===== src/core/i2tm_params.svh =====
// offsets, field positions, reset values and counts of the i2c time-out supervisor
`ifndef I2TM_PARAMS_SVH
`define I2TM_PARAMS_SVH

// ----------------------------------------------------------------------
// register byte addresses
// ----------------------------------------------------------------------
`define I2TM_ADDR_W 8
`define I2TM_ADDR_CTRL 8'h00
`define I2TM_ADDR_INT_STAT 8'h04
`define I2TM_ADDR_INT_CLR 8'h08
`define I2TM_ADDR_INT_EN 8'h0C
`define I2TM_ADDR_SC2 8'h10

// ----------------------------------------------------------------------
// i2c_timeout_control fields
// ----------------------------------------------------------------------
`define I2TM_CTRL_EN_BIT 7
`define I2TM_CTRL_FLAG_BIT 6
`define I2TM_CTRL_SEL_MSB 5
`define I2TM_CTRL_SEL_LSB 0
`define I2TM_CTRL_RESET 8'h00

// ----------------------------------------------------------------------
// serial_control_second stand-in
// ----------------------------------------------------------------------
`define I2TM_SC2_AMF_BIT 0
`define I2TM_SC2_RESET 8'h00

// ----------------------------------------------------------------------
// interrupt status / clear / enable layout
// ----------------------------------------------------------------------
`define I2TM_INT_W 2
`define I2TM_INT_TO_BIT 0
`define I2TM_INT_AM_BIT 1
`define I2TM_INT_RESET 2'h0

// ----------------------------------------------------------------------
// timing: sub clock divided by 32, then 1 to 64 of those ticks
// ----------------------------------------------------------------------
`define I2TM_SUB_DIV 32
`define I2TM_PRE_W 5
`define I2TM_PRE_LAST 5'h1F
`define I2TM_SEL_W 6
`define I2TM_PERIODS 64

// ----------------------------------------------------------------------
// axi responses
// ----------------------------------------------------------------------
`define I2TM_RESP_OKAY 2'h0
`define I2TM_RESP_SLVERR 2'h2

`endif


===== src/core/i2tm_pkg.sv =====
// types shared by the i2c time-out supervisor modules
`include "i2tm_params.svh"

package i2tm_pkg;

  // supervision phase of the bus
  typedef enum logic [1:0] {
    I2TM_IDLE,
    I2TM_ARMED,
    I2TM_RUNNING
  } i2tm_sup_e;

  // state of the time-out counter
  typedef struct packed {
    logic [`I2TM_PRE_W-1:0] pre;
    logic [`I2TM_SEL_W-1:0] cnt;
    logic expire;
  } i2tm_cnt_s;

  // state of the top module
  typedef struct packed {
    logic [7:0] ctrl;
    logic [7:0] sc2;
    logic [`I2TM_INT_W-1:0] ist;
    logic [`I2TM_INT_W-1:0] ien;
    i2tm_sup_e sup;
    logic eng_rst;
    logic bvalid;
    logic [1:0] bresp;
    logic rvalid;
    logic [31:0] rdata;
    logic [1:0] rresp;
    logic scl_m;
    logic scl_s;
    logic scl_d;
    logic sda_m;
    logic sda_s;
    logic sda_d;
    logic sub_m;
    logic sub_s;
    logic sub_d;
  } i2tm_top_s;

endpackage : i2tm_pkg


===== src/core/i2tm_cnt_if.sv =====
// carrier between the supervisor and its time-out counter
`include "i2tm_params.svh"
interface i2tm_cnt_if;
  import i2tm_pkg::*;

  logic run;
  logic clear;
  logic sub_rise;
  logic [`I2TM_SEL_W-1:0] sel;
  logic expire;

  modport ctl (output run, output clear, output sub_rise, output sel, input expire);
  modport cnt (input run, input clear, input sub_rise, input sel, output expire);
endinterface : i2tm_cnt_if


===== src/core/i2tm_counter.sv =====
// time-out counter: sub clock divided by 32, compared with the period select
`include "i2tm_params.svh"
module i2tm_counter
  import i2tm_pkg::*;
(
  input wire logic aclk, // system clock
  input wire logic aresetn, // synchronous reset, active low
  i2tm_cnt_if.cnt bus // control from the supervisor
);

  i2tm_cnt_s cnt_reg;
  i2tm_cnt_s cnt_next;

  // ----------------------------------------------------------------------
  // next state
  // ----------------------------------------------------------------------
  always_comb begin
    cnt_next = cnt_reg;
    cnt_next.expire = 1'b0;
    if (!bus.run || bus.clear) begin
      // held at zero while idle or disabled; scl fall restarts the period
      cnt_next.pre = '0;
      cnt_next.cnt = '0;
    end else if (bus.sub_rise) begin
      if (cnt_reg.pre == `I2TM_PRE_LAST) begin
        cnt_next.pre = '0;
        // (sel + 1) ticks of sub_clock / 32 make one period
        if (cnt_reg.cnt == bus.sel) begin
          cnt_next.expire = 1'b1;
          cnt_next.cnt = '0;
        end else begin
          cnt_next.cnt = cnt_reg.cnt + 6'h01;
        end
      end else begin
        cnt_next.pre = cnt_reg.pre + 5'h01;
      end
    end
  end

  // ----------------------------------------------------------------------
  // registers
  // ----------------------------------------------------------------------
  always_ff @(posedge aclk) begin
    if (!aresetn) begin
      cnt_reg <= '0;
    end else begin
      cnt_reg <= cnt_next;
    end
  end

  assign bus.expire = cnt_reg.expire;

endmodule : i2tm_counter


===== src/core/i2tm_supervisor.sv =====
// i2c slave bus time-out supervisor with axi4-lite registers
// Notes on behaviour
// - counting starts after a start condition followed by own address match.
// - every scl falling edge clears the running counter to zero.
// - time-out when time since last scl fall exceeds selected period.
// - a stop condition halts the supervision.
// - on overflow counter stops, enable bit 7 cleared, flag bit 6 set.
// - time-out raises the same interrupt as other i2c slave events.
// - time-out resets engine and second control register; others untouched.
// - the flag stays set until software writes zero; never self-cleared.
// - six-bit select gives period (value + 1) times 32 sub clocks.
// - selectable periods range about 1 ms up to 64 ms.
`include "i2tm_params.svh"
module i2tm_supervisor
  import i2tm_pkg::*;
(
  input wire logic aclk, // system clock, 10 mhz
  input wire logic aresetn, // synchronous reset, active low
  input wire logic [`I2TM_ADDR_W-1:0] s_axi_awaddr, // write address
  input wire logic s_axi_awvalid, // write address valid
  output logic s_axi_awready, // write address ready
  input wire logic [31:0] s_axi_wdata, // write data
  input wire logic [3:0] s_axi_wstrb, // write byte strobes
  input wire logic s_axi_wvalid, // write data valid
  output logic s_axi_wready, // write data ready
  output logic [1:0] s_axi_bresp, // write response
  output logic s_axi_bvalid, // write response valid
  input wire logic s_axi_bready, // write response ready
  input wire logic [`I2TM_ADDR_W-1:0] s_axi_araddr, // read address
  input wire logic s_axi_arvalid, // read address valid
  output logic s_axi_arready, // read address ready
  output logic [31:0] s_axi_rdata, // read data
  output logic [1:0] s_axi_rresp, // read response
  output logic s_axi_rvalid, // read data valid
  input wire logic s_axi_rready, // read data ready
  input wire logic scl_in, // scl pin level
  input wire logic sda_in, // sda pin level
  input wire logic sub_clock, // low speed sub clock pin
  input wire logic addr_match, // pulse from slave engine: own address seen
  output logic engine_reset, // pulse: reset the i2c slave state machine
  output logic [7:0] serial_control_second, // second control register to engine
  output logic irq // level interrupt
);

  i2tm_top_s st_reg;
  i2tm_top_s st_next;

  i2tm_cnt_if cnt_bus ();

  // ----------------------------------------------------------------------
  // time-out counter
  // ----------------------------------------------------------------------
  i2tm_counter u_counter (
    .aclk(aclk),
    .aresetn(aresetn),
    .bus(cnt_bus.cnt)
  );

  // ----------------------------------------------------------------------
  // edge and condition detection on synchronised pins
  // ----------------------------------------------------------------------
  logic scl_fall;
  logic sda_fall;
  logic sda_rise;
  logic bus_start;
  logic bus_stop;
  logic sub_rise;

  // only second-stage and later flops are looked at here
  assign scl_fall = st_reg.scl_d & ~st_reg.scl_s;
  assign sda_fall = st_reg.sda_d & ~st_reg.sda_s;
  assign sda_rise = ~st_reg.sda_d & st_reg.sda_s;
  assign bus_start = sda_fall & st_reg.scl_s & st_reg.scl_d;
  assign bus_stop = sda_rise & st_reg.scl_s & st_reg.scl_d;
  assign sub_rise = st_reg.sub_s & ~st_reg.sub_d;

  // ----------------------------------------------------------------------
  // counter control
  // ----------------------------------------------------------------------
  logic timeout_enable;
  logic timeout_flag;
  logic [`I2TM_SEL_W-1:0] timeout_period_select;

  assign timeout_enable = st_reg.ctrl[`I2TM_CTRL_EN_BIT];
  assign timeout_flag = st_reg.ctrl[`I2TM_CTRL_FLAG_BIT];
  assign timeout_period_select = st_reg.ctrl[`I2TM_CTRL_SEL_MSB:`I2TM_CTRL_SEL_LSB];

  // the counter only runs in the running phase with the enable set
  assign cnt_bus.run = (st_reg.sup == I2TM_RUNNING) & timeout_enable;
  assign cnt_bus.clear = scl_fall;
  assign cnt_bus.sub_rise = sub_rise;
  assign cnt_bus.sel = timeout_period_select;

  logic timeout_hit;

  // a late expire after the phase ended is ignored
  assign timeout_hit = cnt_bus.expire & (st_reg.sup == I2TM_RUNNING);

  // ----------------------------------------------------------------------
  // axi handshakes
  // ----------------------------------------------------------------------
  logic wr_go;
  logic rd_go;

  // address and data are taken together, one write outstanding at a time
  assign wr_go = s_axi_awvalid & s_axi_wvalid & ~st_reg.bvalid;
  assign s_axi_awready = wr_go;
  assign s_axi_wready = wr_go;
  assign rd_go = s_axi_arvalid & ~st_reg.rvalid;
  assign s_axi_arready = rd_go;

  logic wr_ctrl;
  logic wr_clr;
  logic wr_en;
  logic wr_sc2;
  logic wr_hit;
  logic lane0;

  // narrow registers live in byte lane 0
  assign lane0 = s_axi_wstrb[0];
  assign wr_ctrl = wr_go & lane0 & (s_axi_awaddr == `I2TM_ADDR_CTRL);
  assign wr_clr = wr_go & lane0 & (s_axi_awaddr == `I2TM_ADDR_INT_CLR);
  assign wr_en = wr_go & lane0 & (s_axi_awaddr == `I2TM_ADDR_INT_EN);
  assign wr_sc2 = wr_go & lane0 & (s_axi_awaddr == `I2TM_ADDR_SC2);
  assign wr_hit = (s_axi_awaddr == `I2TM_ADDR_CTRL) | (s_axi_awaddr == `I2TM_ADDR_INT_STAT) |
                  (s_axi_awaddr == `I2TM_ADDR_INT_CLR) | (s_axi_awaddr == `I2TM_ADDR_INT_EN) |
                  (s_axi_awaddr == `I2TM_ADDR_SC2);

  // ----------------------------------------------------------------------
  // read mux
  // ----------------------------------------------------------------------
  logic [31:0] rd_word;
  logic rd_hit;

  always_comb begin
    rd_word = 32'h00000000;
    rd_hit = 1'b1;
    case (s_axi_araddr)
      `I2TM_ADDR_CTRL: begin
        rd_word = {24'h000000, st_reg.ctrl};
      end
      `I2TM_ADDR_INT_STAT: begin
        rd_word = {30'h00000000, st_reg.ist};
      end
      `I2TM_ADDR_INT_CLR: begin
        rd_word = 32'h00000000; // write-only, reads zero
      end
      `I2TM_ADDR_INT_EN: begin
        rd_word = {30'h00000000, st_reg.ien};
      end
      `I2TM_ADDR_SC2: begin
        rd_word = {24'h000000, st_reg.sc2};
      end
      default: begin
        rd_hit = 1'b0;
      end
    endcase
  end

  // ----------------------------------------------------------------------
  // next state
  // ----------------------------------------------------------------------
  always_comb begin
    st_next = st_reg;
    st_next.eng_rst = 1'b0;

    // two-flop synchronisers, plus one delay stage for edges
    st_next.scl_m = scl_in;
    st_next.scl_s = st_reg.scl_m;
    st_next.scl_d = st_reg.scl_s;
    st_next.sda_m = sda_in;
    st_next.sda_s = st_reg.sda_m;
    st_next.sda_d = st_reg.sda_s;
    st_next.sub_m = sub_clock;
    st_next.sub_s = st_reg.sub_m;
    st_next.sub_d = st_reg.sub_s;

    // software writes to the control register
    if (wr_ctrl) begin
      st_next.ctrl[`I2TM_CTRL_EN_BIT] = s_axi_wdata[`I2TM_CTRL_EN_BIT];
      st_next.ctrl[`I2TM_CTRL_SEL_MSB:`I2TM_CTRL_SEL_LSB] =
        s_axi_wdata[`I2TM_CTRL_SEL_MSB:`I2TM_CTRL_SEL_LSB];
      // the flag can only be cleared; writing one leaves it alone
      if (!s_axi_wdata[`I2TM_CTRL_FLAG_BIT]) begin
        st_next.ctrl[`I2TM_CTRL_FLAG_BIT] = 1'b0;
      end
    end

    // software writes to the second control register; match flag clear-only
    if (wr_sc2) begin
      st_next.sc2[7:1] = s_axi_wdata[7:1];
      if (!s_axi_wdata[`I2TM_SC2_AMF_BIT]) begin
        st_next.sc2[`I2TM_SC2_AMF_BIT] = 1'b0;
      end
    end

    // interrupt enable and write-one-to-clear status
    if (wr_en) begin
      st_next.ien = s_axi_wdata[`I2TM_INT_W-1:0];
    end
    if (wr_clr) begin
      st_next.ist = st_reg.ist & ~s_axi_wdata[`I2TM_INT_W-1:0];
    end

    // supervision phase
    case (st_reg.sup)
      I2TM_IDLE: begin
        if (bus_start) begin
          st_next.sup = I2TM_ARMED;
        end
      end
      I2TM_ARMED: begin
        if (bus_stop) begin
          st_next.sup = I2TM_IDLE;
        end else if (addr_match) begin
          st_next.sup = I2TM_RUNNING;
        end
      end
      I2TM_RUNNING: begin
        if (bus_stop) begin
          st_next.sup = I2TM_IDLE;
        end
      end
      default: begin
        st_next.sup = I2TM_IDLE;
      end
    endcase

    // repeated start returns the running phase to armed for a fresh address
    if (bus_start && st_reg.sup == I2TM_RUNNING) begin
      st_next.sup = I2TM_ARMED;
    end

    // address match events set the match flag and its interrupt bit
    if (addr_match && st_reg.sup == I2TM_ARMED) begin
      st_next.sc2[`I2TM_SC2_AMF_BIT] = 1'b1;
      st_next.ist[`I2TM_INT_AM_BIT] = 1'b1;
    end

    // time-out: hardware wins over any software write in the same cycle
    if (timeout_hit) begin
      st_next.ctrl[`I2TM_CTRL_EN_BIT] = 1'b0;
      st_next.ctrl[`I2TM_CTRL_FLAG_BIT] = 1'b1;
      st_next.ist[`I2TM_INT_TO_BIT] = 1'b1;
      st_next.sc2 = `I2TM_SC2_RESET;
      st_next.eng_rst = 1'b1;
      st_next.sup = I2TM_IDLE;
    end

    // write response
    if (wr_go) begin
      st_next.bvalid = 1'b1;
      st_next.bresp = wr_hit ? `I2TM_RESP_OKAY : `I2TM_RESP_SLVERR;
    end else if (st_reg.bvalid && s_axi_bready) begin
      st_next.bvalid = 1'b0;
    end

    // read response
    if (rd_go) begin
      st_next.rvalid = 1'b1;
      st_next.rdata = rd_word;
      st_next.rresp = rd_hit ? `I2TM_RESP_OKAY : `I2TM_RESP_SLVERR;
    end else if (st_reg.rvalid && s_axi_rready) begin
      st_next.rvalid = 1'b0;
    end
  end

  // ----------------------------------------------------------------------
  // registers
  // ----------------------------------------------------------------------
  always_ff @(posedge aclk) begin
    if (!aresetn) begin
      st_reg.ctrl <= `I2TM_CTRL_RESET;
      st_reg.sc2 <= `I2TM_SC2_RESET;
      st_reg.ist <= `I2TM_INT_RESET;
      st_reg.ien <= `I2TM_INT_RESET;
      st_reg.sup <= I2TM_IDLE;
      st_reg.eng_rst <= 1'b0;
      st_reg.bvalid <= 1'b0;
      st_reg.bresp <= `I2TM_RESP_OKAY;
      st_reg.rvalid <= 1'b0;
      st_reg.rdata <= 32'h00000000;
      st_reg.rresp <= `I2TM_RESP_OKAY;
      // idle bus is high; starting high avoids false edges after reset
      st_reg.scl_m <= 1'b1;
      st_reg.scl_s <= 1'b1;
      st_reg.scl_d <= 1'b1;
      st_reg.sda_m <= 1'b1;
      st_reg.sda_s <= 1'b1;
      st_reg.sda_d <= 1'b1;
      st_reg.sub_m <= 1'b0;
      st_reg.sub_s <= 1'b0;
      st_reg.sub_d <= 1'b0;
    end else begin
      st_reg <= st_next;
    end
  end

  // ----------------------------------------------------------------------
  // outputs
  // ----------------------------------------------------------------------
  assign s_axi_bvalid = st_reg.bvalid;
  assign s_axi_bresp = st_reg.bresp;
  assign s_axi_rvalid = st_reg.rvalid;
  assign s_axi_rdata = st_reg.rdata;
  assign s_axi_rresp = st_reg.rresp;
  assign engine_reset = st_reg.eng_rst;
  assign serial_control_second = st_reg.sc2;
  // one interrupt line shared by match and time-out events
  assign irq = |(st_reg.ist & st_reg.ien);

  // period span is fixed by the sub clock rate: 1..64 x 32 sub cycles
  // with a 32768 hz sub clock that is about 1 ms to 64 ms
  logic unused_ok;
  assign unused_ok = timeout_flag;

endmodule : i2tm_supervisor


===== config.mk =====
export PLATFORM = sky130hd
export DESIGN_NAME = i2tm_supervisor
export DESIGN_NICKNAME = d
export VERILOG_FILES = /design/src/core/i2tm_pkg.sv /design/src/core/i2tm_cnt_if.sv /design/src/core/i2tm_counter.sv /design/src/core/i2tm_supervisor.sv
export VERILOG_INCLUDE_DIRS = /design/src /design/src/core
export SDC_FILE = /design/constraint.sdc
export NUM_CORES = 1
export LEC_CHECK = 0
export BUFFER_PORTS_ARGS = -buffer_cell sky130_fd_sc_hd__buf_2
export CAP_MARGIN = 20
export CELL_PAD_IN_SITES_DETAIL_PLACEMENT = 0
export CELL_PAD_IN_SITES_GLOBAL_PLACEMENT = 1
export CORE_UTILIZATION = 30
export DETAILED_ROUTE_END_ITERATION = 16
export GPL_TIMING_DRIVEN = 0
export PLACE_DENSITY_LB_ADDON = 0.1
export SETUP_SLACK_MARGIN = 0.15
export SYNTH_ARGS = -nofsm -noshare
export SYNTH_HDL_FRONTEND = slang
export SYNTH_SLANG_ARGS = --single-unit

===== constraint.sdc =====
create_clock -name aclk -period 2.5 [get_ports aclk]
set_input_delay 0.25 -clock aclk [delete_from_list [all_inputs] [get_ports aclk]]
set_output_delay 0.25 -clock aclk [all_outputs]
set_load 0.03 [all_outputs]

==> results of run 1 <==
critical path, cell delays in order (launching register included):
cell and delay, ns:
dfxtp_1 0.41, ha_1 0.20, and3_1 0.17, ha_1 0.28, and3b_1 0.20, clkbuf_2 0.18
nand3_1 0.13, o21bai_2 0.24, nor2_1 0.08
stage by stage:
stage / hold WS, ns / instances / cell area, sq um / setup WS [ns]
after global routing: 0.118 / 502 / 3420 / 0.278
after detailed placement: 0.397 / 494 / 3300 / 0.270
final: 0.112 / 502 / 3420 / 0.491
after CTS: 0.109 / 502 / 3420 / 0.230
after global placement: 0.395 / 494 / 3300 / 0.275
after floorplan: 0.351 / 327 / 2870 / 0.617
metal layers:
layer / vias to the layer above / GRT usage, % / wire, microns
met2: 48 / 21.3 / 2800
li1: 1148 / - / -
met1: 991 / 17.0 / 2970
met4: 0 / 3.85 / 77
met3: 6 / 2.51 / 248
met5: - / 0 / 0
synth_stat cells (all sizes together), types with 5 or more instances:
master / number
a21oi: 5
clkbuf: 9
nor2b: 10
xnor2: 7
nand2b: 11
nor2: 23
nor3: 5
nand2: 17
o21ai: 16
buf: 48
mux2i: 24
and2: 9
dfxtp: 56
cell type report:
cell class                      instances  area (sq um)  share of cell area [%]
Timing Repair Buffer                   59           295                    8.63
Sequential cell                        56          1120                    32.8
Buffer                                 57           387                    11.3
Clock inverter                          2          38.8                    1.13
Inverter                                4          15.0                   0.439
Tap cell                              108           135                    3.95
Clock buffer                            6          82.6                    2.41
Multi-Input combinational cell        210          1350                    39.4
cell families (layout without fill, tap and decap cells):
logic type               Yosys count  in the layout  share of synthesized area [%]
other                              1             26                          0.135
AO/OA/AOI/OAI                     39             39                           9.12
multiplexers                      27             27                           9.89
AND/OR/NAND/NOR                  104            104                           21.1
adder cells (fa/ha/maj)            3              3                           1.35
flip-flops                        56             56                           40.5
buffers and inverters             61            128                           14.4
XOR/XNOR                          11             11                           3.48
worst paths after layout:
path / from / endpoint / slack [ns] / cells past startpoint
hold / removal: sda_in / st_next[4] / 0.11 / 2
setup reg to reg: u_counter.cnt_reg[7] / u_counter.cnt_reg[6] / 0.49 / 8
setup / recovery: u_counter.cnt_reg[7] / u_counter.cnt_reg[6] / 0.49 / 8
hold reg to reg: st_next[7] / st_next[6] / 0.40 / 1
power by group:
part	internal (mW)	leakage, nW	switching, mW	total [mW]
Clock	0.328	0.0614	0.304	0.633
Combinational	0.0829	1.08	0.132	0.215
Sequential	0.904	0.454	0.00788	0.912
Total	1.32	1.60	0.444	1.76
what timing repair did:
item	4_1_cts	5_1_grt
setup endpoints to repair	0	5
endpoints found under the hold margin	0	0
resized for setup	0	3
==> results.toml, run 1 <==
[status]
status = "finished with violations"
violations = "design-rule violations"

[clock_network]
cts_sinks = 56
cts_buffers = 5
clk-insertion-delay-late_ns = 0.31
cts_setup_buffers = 0
ctsHtreeMaxLevel = 2
clk_pin_slew_ns = 0.11
cts_tree = "yes"
postCtsHoldBufs = 0
cts_buffer_depth = 2
root_buffer = "clkbuf_8"

[detailed_routing]
drcViolationCount = 3
drtPass1Iterations = 10
via_per_inst = 4.37
finalWirelength_mm = 6.10
drt_iter0_markers = 50
ant_nets = 0
wl_per_cell_microns = 12.2
vias = 2193

[synth]
synthArstFlopShare_pct = 0
netlist_area_sq_mm = 0.00277
synth_cells = 302
ys_types = 45
yosysTopAreaCell = "dfxtp_1"
synth_edf_count = 0
yosysWarnings = 0
synth_top_area_share_pct = 40.5
yosys-top-cells-area = "dfxtp_1 (40%), buf_4 (12%), mux2i_1 (8.7%)"
syn_area_per_cell_sq_um = 9.18
seq_area_frac_synth_pct = 40.5
synth-seq-cells = 56
synth_ff_type = "dfxtp_1"

[sta]
clock-skew-final_ns = 0.0113
tns_ns = 0
tightest_slew_ns = 0.838
timing.final.crit_share_pct = 80.3
hold_viol_final = 0
setup_violations = 0
fin_crit_ns = 2.01
finalMaxSlewViolations = 0
slew_headroom_pct = 43.7
grt_setup_unrepaired = "false"
max_freq_ghz = 0.498

[cells_and_area]
layout_common_cells = "buf_2 (61), dfxtp_1 (56), buf_4 (45)"
antenna_cells = 0
post-route-util_pct = 38.7
final_common_cell = "buf_2"
fillers = 941
area_growth_syn_to_layout_pct = 23.5
drive_gt1_share_pct = 32.0
nNetsFinal = 459

[critical_path]
critPathLaunchType = "flop"
path_max_fanout = 7
critPathArrivalTime_ns = 2.21
end_kind = "flop"
cp.required_ns = 2.70
worstSetupPathType = "flop to flop"

[floorplan]
ios = 114
initial_core_util_pct = 31.3
die_x_microns = 98.1
rows = 34
die_h_microns = 98.1
core_area_sq_mm = 0.00885
die_area_sq_mm = 0.00963

[global_routing]
grt_remaining_overflow = 0
grt_start_max_net_pins = 18
grt_usage_pct = 12.9
grt_pass1_wl_mm = 9.72
grt_pass1_vias = 1967
antenna_found_initial = 0

[pwr]
ir_worst_vdd_mv = 0.225
total_power_mw = 1.76
powerDensity_mw_per_mm2 = 514
leakage_nw = 1.60

[placement]
dp_hpwl_mm = 4.65
portBuffers = 59
gp_congestion = 0.715

[worst_hold_path]
hp-class = "primary input to flop"

[flow_run]
drv_cap = 0
Note: power is estimated with default switching activity, not from simulation.
==> inputs of run 2 (changes only) <==
- clock period: 2.5 -> 1.6 ns (I/O delays scaled with it)
==> results.toml, run 2 (synthesized netlist as in run 1, its figures left out) <==
[critical_path]
worstSetupPathType = "flop to flop"
path_max_fanout = 7
cp.required_ns = 1.81
crit_path_max_incr_delay_ns = 0.36
cp_common_cell = "ha_4"
slowest_stage = "dfxtp_4"
critPathArrivalTime_ns = 1.82
critPathLaunchType = "flop"
end_kind = "flop"
cp_cell_sequence = "ha_4 -> and3_4 -> ha_4 -> and3b_2 -> buf_8 -> nand4_1 -> xor2_1 -> nor2_1"
crit_family = "simple AND/OR/NAND/NOR gates"
path_buf_inv = 1

[detailed_routing]
drt_iter0_markers = 56
vias = 2247
via_per_inst = 4.38
drtPass1Iterations = 12
ant_nets = 0
drcViolationCount = 9
finalWirelength_mm = 6.26
wl_per_cell_microns = 12.2

[sta]
timing.final.crit_share_pct = 101
fin_crit_ns = 1.62
setup_violations = 1
hold_viol_final = 0
clock-skew-final_ns = 0.0113
finalMaxSlewViolations = 0
slew_headroom_pct = 60.1
tightest_slew_ns = 0.598
max_freq_ghz = 0.619
setup_ws_ns = -0.0152
grt_setup_unrepaired = "true"

[placement]
gp_congestion = 0.766
portBuffers = 59
place_area_sq_mm = 0.00339
pre_cts_ws_ns = -0.564
dp_hpwl_mm = 4.65

[floorplan]
core_area_sq_mm = 0.00885
ios = 114
die_h_microns = 98.1
initial_core_util_pct = 31.3
die_area_sq_mm = 0.00963
rows = 34
die_x_microns = 98.1

[global_routing]
grt_usage_pct = 13.2
grt_pass1_wl_mm = 10.1
grt_pass1_vias = 2107
antenna_found_initial = 0
grt_start_max_net_pins = 19
grt_remaining_overflow = 0

[status]
status = "finished with violations"
violations = "design-rule violations, negative setup slack"

[clock_network]
cts_buffers = 5
cts_tree = "yes"
clk-insertion-delay-late_ns = 0.32
ctsHtreeMaxLevel = 2
root_buffer = "clkbuf_8"
postCtsHoldBufs = 0
cts_sinks = 56
cts_buffer_depth = 2
clk_pin_slew_ns = 0.11

[cells_and_area]
area_growth_syn_to_layout_pct = 33.6
nNetsFinal = 470
layout_common_cells = "buf_2 (55), buf_4 (54), dfxtp_1 (51)"
fin_area_sq_mm = 0.00370
antenna_cells = 0
fillers = 911
drive_gt1_share_pct = 40.0
final_common_cell = "buf_2"

[pwr]
internal_power_mw = 1.87
seqPwrFrac_pct = 54.7
clkPwrFrac_pct = 31.2
total_power_mw = 2.60
ir_worst_vdd_mv = 0.363
power_frac_comb_pct = 14.0
power.share.switching_pct = 27.9
leakage_nw = 1.69
p_sw_mw = 0.726
powerDensity_mw_per_mm2 = 702

[worst_hold_path]
hp-class = "primary input to flop"

[flow_run]
drv_cap = 0
-- run 2: per-layer routing --
metal	wire length, microns	global-route usage (%)	vias to the layer above	share of wire (%)
li1	-	-	1166	-
met1	2980	16.8	1013	48
met2	2880	22.0	61	46
met3	290	2.72	7	4.6
met4	100	4.55	0	1.6
met5	0	0	-	0
-- run 2: power by group through the flow --
stage | Combinational [mW] | Clock [mW] | Sequential (mW)
floorplan | 0.241 | 0 | 1.46
global placement | 0.339 | 0 | 1.46
detailed placement | 0.340 | 0 | 1.46
CTS | 0.359 | 0.846 | 1.42
global route | 0.395 | 0.904 | 1.43
finish | 0.365 | 0.812 | 1.42
-- run 2: final cells by class --
| type | count | area (sq um) | share of cell area [%] |
|---|---|---|---|
| inverters | 4 | 17.5 | 0.473 |
| flip-flops and latches | 56 | 1130 | 30.6 |
| well taps | 108 | 135 | 3.65 |
| clock buffers | 5 | 68.8 | 1.86 |
| repair buffers | 70 | 419 | 11.3 |
| clock inverters | 3 | 22.5 | 0.608 |
| multi-input cells | 210 | 1480 | 40.1 |
| plain buffers | 57 | 423 | 11.4 |
-- run 2: timing repair --
item,in CTS,in global routing
endpoints found under the setup margin,31,40
pin swaps,12,15
buffers inserted,9,2
gates resized for setup,21,19
-- run 2: worst reg2reg max path: stages (launching register included) --
cell and delay, ns:
dfxtp_4 0.36, ha_4 0.15, and3_4 0.18, ha_4 0.16, and3b_2 0.20, buf_8 0.13, nand4_1 0.11, xor2_1 0.16
nor2_1 0.06
-- run 2: through the flow --
stage	TNS [ns]	std cells	hold slack [ns]	utilization [%]
6_report	-0.0152	513	0.0122	41.8
5_1_grt	-0.651	513	0.00671	41.8
4_1_cts	-0.00890	511	0.00950	41.0
3_5_place_dp	-7.64	494	0.347	38.3
3_3_place_gp	-7.36	494	0.346	38.3
2_1_floorplan	-2.13	327	0.261	-
-- run 2: final timing paths --
path	to	slack, ns	startpoint	cells past startpoint
worst min register to register	st_next[6]	0.41	st_next[7]	1
worst min-delay path	st_next[4]	0.01	sda_in	2
worst max register to register	u_counter.cnt_reg[6]	-0.02	u_counter.cnt_reg[8]	8
worst max-delay path	u_counter.cnt_reg[6]	-0.02	u_counter.cnt_reg[8]	8
==> inputs of run 3 (changes only) <==
- clock period: 1.6 -> 1.8 ns (I/O delays scaled with it)
==> results.toml, run 3 (synthesized netlist as in run 1, its figures left out) <==
[status]
status = "finished with violations"
violations = "design-rule violations"

[critical_path]
cp_cell_sequence = "ha_4 -> and3_4 -> ha_4 -> and3b_1 -> buf_8 -> nand3_4 -> o21bai_4 -> nor2_2"
cp_common_cell = "ha_4"
critPathLaunchType = "flop"
path_buf_inv = 1
slowest_stage = "dfxtp_2"
worstSetupPathType = "flop to flop"
crit_family = "simple AND/OR/NAND/NOR gates"
cp.required_ns = 2.00
crit_path_max_incr_delay_ns = 0.36
end_kind = "flop"
critPathArrivalTime_ns = 1.80
path_max_fanout = 7

[cells_and_area]
antenna_cells = 0
drive_gt1_share_pct = 36.9
area_growth_syn_to_layout_pct = 29.2
fillers = 945
final_common_cell = "buf_2"
fin_area_sq_mm = 0.00358
final_cells = 512
nNetsFinal = 470
post-route-util_pct = 40.5
layout_common_cells = "buf_2 (58), buf_4 (55), dfxtp_1 (52)"

[sta]
max_freq_ghz = 0.625
holdWs_ns = 0.0530
clock-skew-final_ns = 0.00981
slew_headroom_pct = 51.8
setup_violations = 0
timing.final.crit_share_pct = 88.9
tns_ns = 0
fin_crit_ns = 1.60
hold_viol_final = 0
tightest_slew_ns = 0.722
finalMaxSlewViolations = 0
setup_ws_ns = 0.200
grt_setup_unrepaired = "true"

[clock_network]
cts_buffers = 5
cts_buffer_depth = 2
root_buffer = "clkbuf_8"
cts_tree = "yes"
clk_pin_slew_ns = 0.10
ctsHtreeMaxLevel = 2
clk-insertion-delay-late_ns = 0.30
cts_sinks = 56
postCtsHoldBufs = 0

[global_routing]
grt_start_max_net_pins = 16
grtUsageMet3_pct = 2.43
grt_pass1_vias = 2052
grt_remaining_overflow = 0
grt_usage_pct = 13.4
top_usage_layer = "met2"
grt_pass1_wl_mm = 10.0
grtUsageMet2_pct = 22.6
grtUsageMet1_pct = 17.1
antenna_found_initial = 0

[placement]
gp_congestion = 0.725
place_inst = 494
pre_cts_ws_ns = -0.328
dp_hpwl_mm = 4.69
portBuffers = 59
place_area_sq_mm = 0.00336

[detailed_routing]
wl_per_cell_microns = 12.3
via_per_inst = 4.38
vias = 2245
finalWirelength_mm = 6.31
drtPass1Iterations = 10
ant_nets = 0
drcViolationCount = 6
drt_iter0_markers = 52

[pwr]
total_power_mw = 2.22
power.share.switching_pct = 26.1
power_frac_comb_pct = 13.9
seqPwrFrac_pct = 57.0
clkPwrFrac_pct = 29.1
p_sw_mw = 0.581
leakage_nw = 1.66
powerDensity_mw_per_mm2 = 621
ir_worst_vdd_mv = 0.333
internal_power_mw = 1.64

[floorplan]
die_h_microns = 98.1
die_x_microns = 98.1
core_area_sq_mm = 0.00885
die_area_sq_mm = 0.00963
ios = 114
initial_core_util_pct = 31.3
rows = 34

[flow_run]
drv_cap = 0

[worst_hold_path]
hp-class = "primary input to flop"
run 3: cell types whose count changed in the layout (fill, tap and decap cells not counted), sizes merged:
cell / before / now
buf: 120 / 119
clkbuf: 12 / 14
clkinv: 2 / 1
inv: 5 / 4
run 3: layout make-up:
class	instances	area [sq um]	area share [%]
well taps	108	135	3.77
clock buffers	6	72.6	2.03
clock inverters	1	5.00	0.140
repair buffers	70	397	11.1
inverters	4	15.0	0.419
flip-flops and latches	56	1130	31.4
plain buffers	57	415	11.6
multi-input cells	210	1420	39.5
run 3: worst paths after layout:
| check | from | depth (start not counted) | slack (ns) | to |
|---|---|---|---|---|
| setup / recovery | u_counter.cnt_reg[7] | 8 | 0.20 | u_counter.cnt_reg[3] |
| hold / removal | scl_in | 2 | 0.05 | st_next[7] |
| setup reg to reg | u_counter.cnt_reg[7] | 8 | 0.20 | u_counter.cnt_reg[3] |
| hold reg to reg | st_next[4] | 1 | 0.42 | st_next[3] |
run 3: per-layer routing:
metal | vias up | part of all wire [%]
li1 | 1169 | -
met1 | 1023 | 48
met2 | 49 | 48
met3 | 4 | 3.2
met4 | 0 | 1.0
met5 | - | 0
run 3: repair_timing:
item	CTS	global route
cloned	0	0
pin swaps	2	8
endpoints found under the setup margin	19	19
setup buffers	6	5
gates resized for setup	5	10
run 3: worst reg2reg max path, stage by stage, from the launching register on:
cell and delay (ns):
dfxtp_2 0.36, ha_4 0.14, and3_4 0.19, ha_4 0.14, and3b_1 0.19, buf_8 0.13, nand3_4 0.07, o21bai_4 0.23
nor2_2 0.06
run 3: power by group through the flow:
stage	Sequential (mW)	Clock [mW]	Combinational [mW]
after floorplan	1.30	0	0.213
final	1.27	0.648	0.309
after CTS	1.27	0.687	0.304
after global placement	1.30	0	0.301
after detailed placement	1.30	0	0.303
after global routing	1.27	0.725	0.331
